===== src/hw/slss_pkg.sv =====
package slss_pkg;

   ////////////////////////////////////////////////////////////////////////////
   // bus geometry
   localparam int          SLSS_DATA_W        = 32;
   localparam int          SLSS_STRB_W        = SLSS_DATA_W / 8;
   localparam int          SLSS_ENABLE_W      = 8;

   // register byte offsets
   localparam logic [7:0]  SLSS_ENABLES_OFS   = 8'h00;
   localparam logic [7:0]  SLSS_STATUS_OFS    = 8'h04;

   // value after reset: every source disconnected
   localparam logic [7:0]  SLSS_ENABLES_RST   = 8'h00;

   ////////////////////////////////////////////////////////////////////////////
   // source slots, shared by the set side and the reset side
   localparam int          SLSS_NUM_SRC       = 4;
   localparam int          SLSS_SRC_FIRST_CMP = 0;
   localparam int          SLSS_SRC_SECOND_CMP = 1;
   localparam int          SLSS_SRC_PULSE_CLK = 2;
   localparam int          SLSS_SRC_PIN       = 3;

   // enable bit positions in latch_source_enables
   localparam int          SLSS_PIN_SET_EN_BIT        = 7;
   localparam int          SLSS_PULSE_CLK_SET_EN_BIT  = 6;
   localparam int          SLSS_CMP_TWO_SET_EN_BIT    = 5;
   localparam int          SLSS_CMP_ONE_SET_EN_BIT    = 4;
   localparam int          SLSS_PIN_RST_EN_BIT        = 3;
   localparam int          SLSS_PULSE_CLK_RST_EN_BIT  = 2;
   localparam int          SLSS_CMP_TWO_RST_EN_BIT    = 1;
   localparam int          SLSS_CMP_ONE_RST_EN_BIT    = 0;

   // status register layout
   localparam int          SLSS_STAT_SRC_LSB  = 0;
   localparam int          SLSS_STAT_SET_BIT  = 4;
   localparam int          SLSS_STAT_RST_BIT  = 5;

   // synchroniser depth for asynchronous sources
   localparam int          SLSS_SYNC_STAGES   = 2;

   ////////////////////////////////////////////////////////////////////////////
   // bus answers
   typedef enum logic [1:0] {
      SLSS_RESP_OKAY   = 2'b00,
      SLSS_RESP_SLVERR = 2'b10
   } slss_resp_type;

endpackage : slss_pkg


===== src/hw/slss_gate_if.sv =====
`timescale 1ns/1ps
interface slss_gate_if #(
   parameter int NUM_SRC = 4
);
   logic [NUM_SRC-1:0] src;
   logic [NUM_SRC-1:0] en;
   logic               active;

   // top side offers sources and enables, reads the combined request
   modport host (output src, output en, input active);
   modport gate (input src, input en, output active);
endinterface : slss_gate_if


===== src/hw/slss_gate.sv =====
`timescale 1ns/1ps
module slss_gate (
   slss_gate_if.gate gate_port
);

   ////////////////////////////////////////////////////////////////////////////
   // any enabled source that is high drives the latch input
   always_comb begin
      gate_port.active = |(gate_port.src & gate_port.en);
   end

endmodule : slss_gate


===== src/hw/slss_top.sv =====
// Added by the designer: the AXI4-Lite interface to the registers and the placing of the registers.
`timescale 1ns/1ps
module slss_top
   import slss_pkg::*;
#(
   parameter int ADDR_W = 8
) (
   input  wire logic                   mclk_i,
   input  wire logic                   rst_n_i,
   // write address channel
   input  wire logic [ADDR_W-1:0]      awaddr_i,
   input  wire logic [2:0]             awprot_i,
   input  wire logic                   awvalid_i,
   output logic                        awready_o,
   // write data channel
   input  wire logic [SLSS_DATA_W-1:0] wdata_i,
   input  wire logic [SLSS_STRB_W-1:0] wstrb_i,
   input  wire logic                   wvalid_i,
   output logic                        wready_o,
   // write response channel
   output logic [1:0]                  bresp_o,
   output logic                        bvalid_o,
   input  wire logic                   bready_i,
   // read address channel
   input  wire logic [ADDR_W-1:0]      araddr_i,
   input  wire logic [2:0]             arprot_i,
   input  wire logic                   arvalid_i,
   output logic                        arready_o,
   // read data channel
   output logic [SLSS_DATA_W-1:0]      rdata_o,
   output logic [1:0]                  rresp_o,
   output logic                        rvalid_o,
   input  wire logic                   rready_i,
   // latch sources
   input  wire logic                   latch_input_pin_i,
   input  wire logic                   latch_pulse_clock_i,
   input  wire logic                   first_comparator_i,
   input  wire logic                   second_comparator_i,
   // latch inputs
   output logic                        latch_set_o,
   output logic                        latch_reset_o
);

   ////////////////////////////////////////////////////////////////////////////
   // declarations
   // latch datapath
   logic [SLSS_ENABLE_W-1:0] enables_reg;
   logic [SLSS_NUM_SRC-1:0]  raw_src;
   logic [SLSS_NUM_SRC-1:0]  sync1_reg;
   logic [SLSS_NUM_SRC-1:0]  sync2_reg;
   logic [SLSS_NUM_SRC-1:0]  set_en_vec;
   logic [SLSS_NUM_SRC-1:0]  rst_en_vec;
   logic                     set_next;
   logic                     rst_next;
   logic                     set_reg;
   logic                     rst_reg;

   // bus holding registers
   logic                     aw_held_reg;
   logic [ADDR_W-1:0]        aw_addr_reg;
   logic                     w_held_reg;
   logic [SLSS_DATA_W-1:0]   w_data_reg;
   logic [SLSS_STRB_W-1:0]   w_strb_reg;
   logic                     bvalid_reg;
   slss_resp_type            bresp_reg;
   logic                     rvalid_reg;
   slss_resp_type            rresp_reg;
   logic [SLSS_DATA_W-1:0]   rdata_reg;

   // bus decode
   logic                     aw_take;
   logic                     w_take;
   logic                     ar_take;
   logic                     wr_fire;
   logic [ADDR_W-1:0]        wr_addr;
   logic [SLSS_DATA_W-1:0]   wr_data;
   logic [SLSS_STRB_W-1:0]   wr_strb;
   logic                     wr_hit_enables;
   logic                     wr_hit_status;
   logic [SLSS_DATA_W-1:0]   rd_data_next;
   slss_resp_type            rd_resp_next;
   logic                     rd_hit_enables;
   logic                     rd_hit_status;

   slss_gate_if #(.NUM_SRC(SLSS_NUM_SRC)) set_bus ();
   slss_gate_if #(.NUM_SRC(SLSS_NUM_SRC)) rst_bus ();

   ////////////////////////////////////////////////////////////////////////////
   // source synchronisers
   // pin and comparators are asynchronous; the pulse clock is synced too so
   // that all four sources see the same latency
   // limitation: a source pulse shorter than one clock period can fall
   // between two sampling edges and be missed altogether
   // from a source change to a latch input there are three edges: two in
   // these stages and one at the output flop
   assign raw_src[SLSS_SRC_PIN]        = latch_input_pin_i;
   assign raw_src[SLSS_SRC_PULSE_CLK]  = latch_pulse_clock_i;
   assign raw_src[SLSS_SRC_SECOND_CMP] = second_comparator_i;
   assign raw_src[SLSS_SRC_FIRST_CMP]  = first_comparator_i;

   // reset clears both stages so no stale level reaches the latch after reset
   // first stage feeds only the second stage
   always_ff @(posedge mclk_i) begin
      if (!rst_n_i) begin
         sync1_reg <= '0;
         sync2_reg <= '0;
      end else begin
         sync1_reg <= raw_src;
         sync2_reg <= sync1_reg;
      end
   end

   ////////////////////////////////////////////////////////////////////////////
   // enable routing: one bit per source and latch input
   // the upper nibble steers the set side and the lower nibble the reset
   // side; both use one slot order, so a single gate module serves both
   // latch inputs and the two can never disagree on source positions
   assign set_en_vec[SLSS_SRC_PIN]        = enables_reg[SLSS_PIN_SET_EN_BIT];
   assign set_en_vec[SLSS_SRC_PULSE_CLK]  = enables_reg[SLSS_PULSE_CLK_SET_EN_BIT];
   assign set_en_vec[SLSS_SRC_SECOND_CMP] = enables_reg[SLSS_CMP_TWO_SET_EN_BIT];
   assign set_en_vec[SLSS_SRC_FIRST_CMP]  = enables_reg[SLSS_CMP_ONE_SET_EN_BIT];
   assign rst_en_vec[SLSS_SRC_PIN]        = enables_reg[SLSS_PIN_RST_EN_BIT];
   assign rst_en_vec[SLSS_SRC_PULSE_CLK]  = enables_reg[SLSS_PULSE_CLK_RST_EN_BIT];
   assign rst_en_vec[SLSS_SRC_SECOND_CMP] = enables_reg[SLSS_CMP_TWO_RST_EN_BIT];
   assign rst_en_vec[SLSS_SRC_FIRST_CMP]  = enables_reg[SLSS_CMP_ONE_RST_EN_BIT];

   // same synced sources go to both sides
   assign set_bus.src = sync2_reg;
   assign set_bus.en  = set_en_vec;
   assign rst_bus.src = sync2_reg;
   assign rst_bus.en  = rst_en_vec;

   // masked OR of the enabled sources, one instance per latch input
   // both gates see one synced vector, so set and reset stay aligned
   slss_gate u_set_gate (
      .gate_port (set_bus.gate)
   );

   slss_gate u_rst_gate (
      .gate_port (rst_bus.gate)
   );

   assign set_next = set_bus.active;
   assign rst_next = rst_bus.active;

   // latch inputs leave from flip-flops to keep them glitch free
   // set and reset may both be high at once; resolving that belongs to the
   // latch itself, so no priority is imposed here
   // the flop adds one edge of latency, traded for clean outputs
   always_ff @(posedge mclk_i) begin
      if (!rst_n_i) begin
         set_reg <= 1'b0;
         rst_reg <= 1'b0;
      end else begin
         set_reg <= set_next;
         rst_reg <= rst_next;
      end
   end

   // ports driven straight from the output flops
   assign latch_set_o   = set_reg;
   assign latch_reset_o = rst_reg;

   ////////////////////////////////////////////////////////////////////////////
   // write path: address and data held independently, either order
   // one write in flight; new halves are refused while a response waits
   // the response waits for both halves, and a pending bvalid blocks any
   // further half, so a second write cannot overtake an untaken answer
   // protection bits are accepted and ignored: every register is open to
   // every kind of access
   // ready outputs are combinational, so a free slot is offered at once
   assign awready_o = !aw_held_reg && !bvalid_reg;
   assign wready_o  = !w_held_reg && !bvalid_reg;
   assign aw_take   = awvalid_i && awready_o;
   assign w_take    = wvalid_i && wready_o;

   // a half arriving this cycle is used directly, saving a cycle
   assign wr_addr   = aw_held_reg ? aw_addr_reg : awaddr_i;
   assign wr_data   = w_held_reg ? w_data_reg : wdata_i;
   assign wr_strb   = w_held_reg ? w_strb_reg : wstrb_i;
   assign wr_fire   = (aw_held_reg || aw_take) && (w_held_reg || w_take) && !bvalid_reg;

   assign wr_hit_enables = (wr_addr[ADDR_W-1:2] == SLSS_ENABLES_OFS[ADDR_W-1:2]);
   assign wr_hit_status  = (wr_addr[ADDR_W-1:2] == SLSS_STATUS_OFS[ADDR_W-1:2]);

   // address half
   // only the word index is decoded; the two low address bits are ignored
   always_ff @(posedge mclk_i) begin
      if (!rst_n_i) begin
         aw_held_reg <= 1'b0;
         aw_addr_reg <= '0;
      end else if (wr_fire) begin
         aw_held_reg <= 1'b0;
      end else if (aw_take) begin
         aw_held_reg <= 1'b1;
         aw_addr_reg <= awaddr_i;
      end
   end

   // data half
   // strobe travels with the data so a late address still finds its lane
   always_ff @(posedge mclk_i) begin
      if (!rst_n_i) begin
         w_held_reg <= 1'b0;
         w_data_reg <= '0;
         w_strb_reg <= '0;
      end else if (wr_fire) begin
         w_held_reg <= 1'b0;
      end else if (w_take) begin
         w_held_reg <= 1'b1;
         w_data_reg <= wdata_i;
         w_strb_reg <= wstrb_i;
      end
   end

   // enables register: only byte lane 0 carries bits
   // a write with wstrb[0] low is still answered OKAY but changes nothing;
   // upper lanes are dropped because only eight enable bits exist
   always_ff @(posedge mclk_i) begin
      if (!rst_n_i) begin
         enables_reg <= SLSS_ENABLES_RST;
      end else if (wr_fire && wr_hit_enables && wr_strb[0]) begin
         enables_reg <= wr_data[SLSS_ENABLE_W-1:0];
      end
   end

   // write response; status is read only, so writing it is an error too
   // unmapped offsets answer an error as well and change nothing
   always_ff @(posedge mclk_i) begin
      if (!rst_n_i) begin
         bvalid_reg <= 1'b0;
         bresp_reg  <= SLSS_RESP_OKAY;
      end else if (wr_fire) begin
         bvalid_reg <= 1'b1;
         bresp_reg  <= wr_hit_enables ? SLSS_RESP_OKAY : SLSS_RESP_SLVERR;
      end else if (bready_i) begin
         bvalid_reg <= 1'b0;
      end
   end

   // response ports straight from the flops
   assign bvalid_o = bvalid_reg;
   assign bresp_o  = bresp_reg;

   ////////////////////////////////////////////////////////////////////////////
   // read path: one read in flight, answer one cycle after the address
   // arready drops while an answer waits, so the read data registers never
   // change under a pending rvalid
   // bits above the enable byte always read zero
   assign arready_o = !rvalid_reg;
   assign ar_take   = arvalid_i && arready_o;

   // word index compare for the read side, as on the write side
   assign rd_hit_enables = (araddr_i[ADDR_W-1:2] == SLSS_ENABLES_OFS[ADDR_W-1:2]);
   assign rd_hit_status  = (araddr_i[ADDR_W-1:2] == SLSS_STATUS_OFS[ADDR_W-1:2]);

   // read decode; unmapped words read zero with an error
   // status shows the synced sources and the latch inputs as they leave
   always_comb begin
      rd_data_next = '0;
      rd_resp_next = SLSS_RESP_OKAY;
      if (rd_hit_enables) begin
         rd_data_next[SLSS_ENABLE_W-1:0] = enables_reg;
      end else if (rd_hit_status) begin
         rd_data_next[SLSS_STAT_SRC_LSB +: SLSS_NUM_SRC] = sync2_reg;
         rd_data_next[SLSS_STAT_SET_BIT]                 = set_reg;
         rd_data_next[SLSS_STAT_RST_BIT]                 = rst_reg;
      end else begin
         rd_resp_next = SLSS_RESP_SLVERR;
      end
   end

   // read answer held until the master takes it
   // an arvalid arriving while rvalid waits is simply held off
   always_ff @(posedge mclk_i) begin
      if (!rst_n_i) begin
         rvalid_reg <= 1'b0;
         rdata_reg  <= '0;
         rresp_reg  <= SLSS_RESP_OKAY;
      end else if (ar_take) begin
         rvalid_reg <= 1'b1;
         rdata_reg  <= rd_data_next;
         rresp_reg  <= rd_resp_next;
      end else if (rready_i) begin
         rvalid_reg <= 1'b0;
      end
   end

   // answer ports straight from the flops
   assign rvalid_o = rvalid_reg;
   assign rdata_o  = rdata_reg;
   assign rresp_o  = rresp_reg;

endmodule : slss_top


===== config.mk =====
export PLATFORM = sky130hd
export DESIGN_NAME = slss_top
export DESIGN_NICKNAME = d
export VERILOG_FILES = /design/src/hw/slss_pkg.sv /design/src/hw/slss_gate_if.sv /design/src/hw/slss_gate.sv /design/src/hw/slss_top.sv
export SDC_FILE = /design/constraint.sdc
export NUM_CORES = 1
export LEC_CHECK = 0
export BUFFER_PORTS_ARGS = -buffer_cell sky130_fd_sc_hd__buf_2
export CORE_ASPECT_RATIO = 2
export CORE_UTILIZATION = 40
export DETAILED_ROUTE_END_ITERATION = 8
export HOLD_SLACK_MARGIN = 0.15
export PLACE_DENSITY = 0.79
export REMOVE_ABC_BUFFERS = 1
export SETUP_SLACK_MARGIN = 0.3
export SLEW_MARGIN = 20
export SYNTH_ARGS = -nofsm -noshare
export SYNTH_HDL_FRONTEND = slang
export SYNTH_SLANG_ARGS = --single-unit
export TNS_END_PERCENT = 30

===== constraint.sdc =====
create_clock -name mclk_i -period 1.75 [get_ports mclk_i]
set_input_delay 0.2625 -clock mclk_i [delete_from_list [all_inputs] [get_ports mclk_i]]
set_output_delay 0.2625 -clock mclk_i [all_outputs]
set_load 0.005 [all_outputs]

**Yosys cells after proc, flatten, opt, wreduce, memory -nomap -nowiden**

Index checks and enable logic that the tools add are counted.

- Bits in registers: 51
- Bits in latches: 0
- Memory bits (writable): 0
- ROM bits: 0
- Bits of input ports: 69
- Output and inout bits: 43
- Logic and storage cells: 57
- Memories kept: 0

- $add $sub $neg: 0
- Multipliers: 0
- Divide/modulo/power cells: 0
- Magnitude comparators: 0
- Equality and inequality tests: 1
- Shifts and indexed selects: 0
- Muxes and demuxes: 13
- Bitwise logic cells: 4
- Reduce and logical (&&, ||, !) cells: 24

Operator list:

| kind | number |
|---|---|
| $mux W8 | 2 |
| $logic_not A6 Y1 | 2 |
| $mux W6 | 2 |
| $logic_and A1 B1 Y1 | 9 |
| $and A4 B4 Y4 | 2 |
| $mux W2 | 4 |
| $reduce_or A4 Y1 | 2 |
| $eq A6 B1 Y1 const B | 1 |
| $mux W1 | 5 |
| $logic_not A1 Y1 | 4 |
| $reduce_and A2 Y1 | 2 |
| $reduce_bool A2 Y1 | 2 |
| $logic_or A1 B1 Y1 | 2 |
| $not A1 Y1 | 2 |
| $reduce_or A2 Y1 | 1 |

**Longest topological paths before layout**

- Depth after elaboration: 8
- Gate-level depth with buffers: 6

**Hierarchy**

Synthesis repeated with hierarchy kept, for this count alone.

- Cell total of the unflattened synthesis: 228
- Area total of the unflattened synthesis: 2099.5 sq um

By module, submodules not included:

| module | times used | cells each | area an instance (sq um) |
|---|---|---|---|
| slss_top | 1 | 222 | 2062.0 |
| slss_gate | 2 | 3 | 18.8 |

**Worst setup path after synthesis**

OpenSTA, ideal clock, no wires.

- Path type: input -> register
- From: in araddr_i[7]
- To: reg rdata_reg[6] (netlist: rdata_o[6])
- Setup time: 70 ps
- Arrival: 1657 ps
- Required time: 1680 ps
- Slack: 23 ps
- Stages: 5
- Path buffers: 1
- Cells stage by stage: or4_1 > or3_1 > buf_2 > or3b_1 > a21boi_1

- Word-level cells in the longest chain between the ends: 2

RTL lines:

| element | line | text |
|---|---|---|
| from (decl) | slss_top.sv:25 | `input wire logic [ADDR_W-1:0] araddr_i,` |
| $logic_not A6 Y1 | slss_top.sv:254 | `assign rd_hit_enables = (araddr_i[ADDR_W-1:2] == SLSS_ENABLES_OFS[ADDR_W-1:2]);` |
| $mux W2 | slss_top.sv:262 | `if (rd_hit_enables) begin` |
| to (signal assigned) | slss_top.sv:282 | `rdata_reg <= rd_data_next;` |
| to (decl) | slss_top.sv:68 | `logic [SLSS_DATA_W-1:0] rdata_reg;` |

No other way between the ends.
A chain may end at the register's enable or synchronous reset.

**Worst setup path after layout**

Ends and elaborated chain as after synthesis.

==> summary.log <==
qor: logic_synthesis.synth_top_family_by_area simple AND/OR/NAND/NOR gates
qor: finish.layout-drive-gt1-share 25.9%
qor: sta.timing.final.crit_share 87.5%
qor: sta.totalNegativeSetupSlack 0 ns
qor: routing.drt-initial-drc-count 36
qor: routing.vias_per_cell 4.76
qor: cts.path_clk_slew 0.08 ns
qor: grt.grt.total_usage 15.1%
qor: routing.met3_wirelength 192 µm
qor: routing.route.layer.met1.wl 1.43 mm
qor: cts.cts-root-to-sink-buffers 2
qor: finish.n_antenna_cell 0
qor: grt.globalRouteOverflowTotal 0
qor: logic_synthesis.basic_gate_share_of_the_synthesized_area_counting_and_or_nand_and_nor_cells 20.3%
qor: critical_path.startpoint_type primary input
qor: power.p_leak 1.23 nW
qor: grt.antenna_found_initial 0
qor: critical_path.crit_required 1.97 ns
qor: sta.max_freq 653 MHz
qor: logic_synthesis.synth_seq_cells 47
qor: logic_synthesis.synth_cell_type_count 29
qor: logic_synthesis.synth_top_cells_by_area sky130_fd_sc_hd__dfxtp_1 (44%), sky130_fd_sc_hd__mux2i_1 (14%), sky130_fd_sc_hd__buf_4 (9.2%)
qor: routing.vias 1,598
qor: routing.wire_per_inst 11.9 µm
qor: logic_synthesis.post_synthesis_instance_total 226
qor: routing.wire_length_after_detailed_routing 4.01 mm
qor: power.design_power_total 0.00236 W
qor: power.power-per-cell-area 917 mW/mm²
qor: logic_synthesis.synth_compound_area_share 9.40%
qor: critical_path.critPathSlowestCell sky130_fd_sc_hd__or4_4
qor: critical_path.crit_type primary input to flip-flop
qor: cts.clock_insertion_delay_worst_skew 0.29 ns
qor: critical_path.max_stage_delay 0.51 ns
qor: routing.top_layer met4
qor: sta.layout_setup_ws 0.219 ns
qor: grt.grt_pass1_vias 1,574
qor: finish.fillCellCount 493
qor: floorplan.placementRows 37
qor: logic_synthesis.synthXorXnorAreaFrac 0%
qor: placement.buffer_ports.inserted 48
qor: finish.multi_input_area 0.00107 mm²
qor: floorplan.start_util 41.4%
qor: routing.routed-wl-met2 2.33 mm
qor: logic_synthesis.yosys_warnings 0
qor: finish.mostFrequentLayoutCell sky130_fd_sc_hd__buf_2
qor: cts.htreeDepth 2
qor: critical_path.critical_path_arrival 1.75 ns
qor: floorplan.top_level_ports 112
qor: sta.maxSlewViolCount 0
qor: critical_path.path_delay_family simple AND/OR/NAND/NOR gates
qor: finish.utilization 50.0%
qor: placement.place_ws -0.147 ns
qor: placement.gp_congestion 0.651
qor: logic_synthesis.synth_top_area_cell sky130_fd_sc_hd__dfxtp_1
qor: logic_synthesis.ys_seq_area_share 44.2%
qor: routing.final_antenna_net_count 0
qor: min_path.hp-class primary input to flip-flop
qor: routing.firstDrtPassIters 4
qor: cts.clockRootBuffer sky130_fd_sc_hd__clkbuf_8
qor: critical_path.critical_path_buf_inv_count 1
qor: sta.finalClockSkew 0.00837 ns
qor: placement.place_hpwl 2.83 mm
qor: run.cap_viol_max_count 0
qor: routing.drc 0
qor: critical_path.worst_setup_path_end_kind flip-flop
qor: sta.finalHoldViolCount 0
qor: cts.tritoncts yes
qor: sta.rsz0062_at_grt yes
qor: cts.numCtsBuffers 5
qor: cts.tritoncts_num_sinks 47
qor: finish.seq_area 943 µm²
qor: floorplan.dieWidth 53.6 µm
qor: floorplan.chipHeight 105 µm
qor: logic_synthesis.post-synth-top-area-fraction 44.2%
qor: floorplan.fp.coreArea 0.00514 mm²
qor: power.max-vdd-ir-drop 0.871 mV
qor: logic_synthesis.yosys-mux-area-fraction 14.1%
qor: floorplan.floorplan.die_area 0.00564 mm²
qor: grt.grt_start_max_net_pins 55
qor: status.run_status completed
qor: logic_synthesis.post_synth_instance_area 0.00213 mm²
qor: cts.postCtsHoldBufs 0
qor: finish.nNetsFinal 346
qor: logic_synthesis.syn_avg_cell_area 9.42 µm²
qor: critical_path.cp_cell_sequence buf_6, or4_4, or3_4, or3b_1, a21boi_1
qor: critical_path.worstPathMaxFanout 7
qor: finish.most-common-layout-cells sky130_fd_sc_hd__buf_2 (47), sky130_fd_sc_hd__dfxtp_1 (45), sky130_fd_sc_hd__mux2i_1 (30)
qor: logic_synthesis.synthAdderAreaFrac 0%
qor: sta.report.final.setup_viol 0
qor: finish.syn_to_final_growth 20.6%
qor: grt.wire_length_of_the_first_global_routing_pass 6.44 mm
qor: sta.layout_min_cycle_time 1.53 ns
## repair_timing
item / CTS / global route
cloned: 0 / 0
gates resized for setup: 6 / 8
hold endpoints to repair: 0 / 0
setup endpoints to repair: 18 / 19
pin swaps: 3 / 2
setup buffers: 3 / 1
## cell type report
class	count	share of cell area, %
clock buffers	6	2.83
clock inverters	2	2.34
inverters	2	0.292
multi-input cells	163	41.5
flip-flops and latches	47	36.7
well taps	58	2.83
repair buffers	58	13.4
## per-layer routing
metal  vias to the layer above  track usage (%)
met4                         0             5.64
met3                         6             3.20
met2                        53             28.8
met1                       734             14.4
li1                        805                -
met5                         -                0
## metrics by stage
step                      area, µm²  hold slack (ns)  instances
after floorplan                1980            0.384        212
after CTS                      2530            0.170        335
after detailed placement       2350            0.422        324
after global routing           2570            0.175        336
after global placement         2350            0.417        324
final                          2570            0.175        336
## worst paths after layout
path,start,to,slack (ns),cells past startpoint
worst max register to register,aw_addr_reg[5],enables_reg[5],0.22,4
worst min register to register,sync1_reg[0],rst_bus.src[0],0.43,1
worst min-delay path,first_comparator_i,sync1_reg[0],0.17,2
worst max-delay path,araddr_i[7],rdata_o[6],0.22,5
## report_power, final
part	switching, W	total, W	internal (W)	leakage [nW]
Clock	0.000344	0.000915	0.000571	0.0654
Sequential	0.0000322	0.00114	0.00111	0.384
Combinational	0.000146	0.000296	0.000151	0.778
## logic make-up (layout without fill, tap and decap cells)
| family | count (synthesis) | after routing |
|---|---|---|
| simple gates | 78 | 78 |
| mux | 30 | 30 |
| compound gates | 29 | 29 |
| flops | 47 | 47 |
| other cells | 1 | 26 |
| buf+inv | 41 | 68 |
## synth_stat cells
cell type	count
sky130_fd_sc_hd__o221ai_1	1
sky130_fd_sc_hd__buf_4	26
sky130_fd_sc_hd__and3_1	1
sky130_fd_sc_hd__nor2b_1	15
sky130_fd_sc_hd__and2_1	15
sky130_fd_sc_hd__nand3b_1	3
sky130_fd_sc_hd__a21oi_1	2
sky130_fd_sc_hd__a21boi_0	3
sky130_fd_sc_hd__or3b_1	2
sky130_fd_sc_hd__buf_2	1
sky130_fd_sc_hd__nand3_1	1
sky130_fd_sc_hd__o211ai_1	8
sky130_fd_sc_hd__or3_1	1
sky130_fd_sc_hd__o21ai_0	7
sky130_fd_sc_hd__mux2i_1	30
sky130_fd_sc_hd__nand2b_1	10
sky130_fd_sc_hd__a211o_1	1
sky130_fd_sc_hd__o211a_1	1
sky130_fd_sc_hd__nand2_1	20
sky130_fd_sc_hd__a21boi_1	2
sky130_fd_sc_hd__conb_1	1
sky130_fd_sc_hd__dfxtp_1	47
sky130_fd_sc_hd__a22oi_1	4
sky130_fd_sc_hd__or4_1	1
sky130_fd_sc_hd__nor2_1	5
sky130_fd_sc_hd__clkbuf_1	12
sky130_fd_sc_hd__nor3_1	2
sky130_fd_sc_hd__nor4_1	2
sky130_fd_sc_hd__inv_1	2
## worst reg2reg max path, stage by stage, from the launching register on
cell and delay [ns]:
sky130_fd_sc_hd__dfxtp_2 0.35, sky130_fd_sc_hd__nor4_4 0.33, sky130_fd_sc_hd__nand3_2 0.16, sky130_fd_sc_hd__a211o_4 0.44
sky130_fd_sc_hd__mux2i_1 0.14
Power figures use the tool's default switching activity.
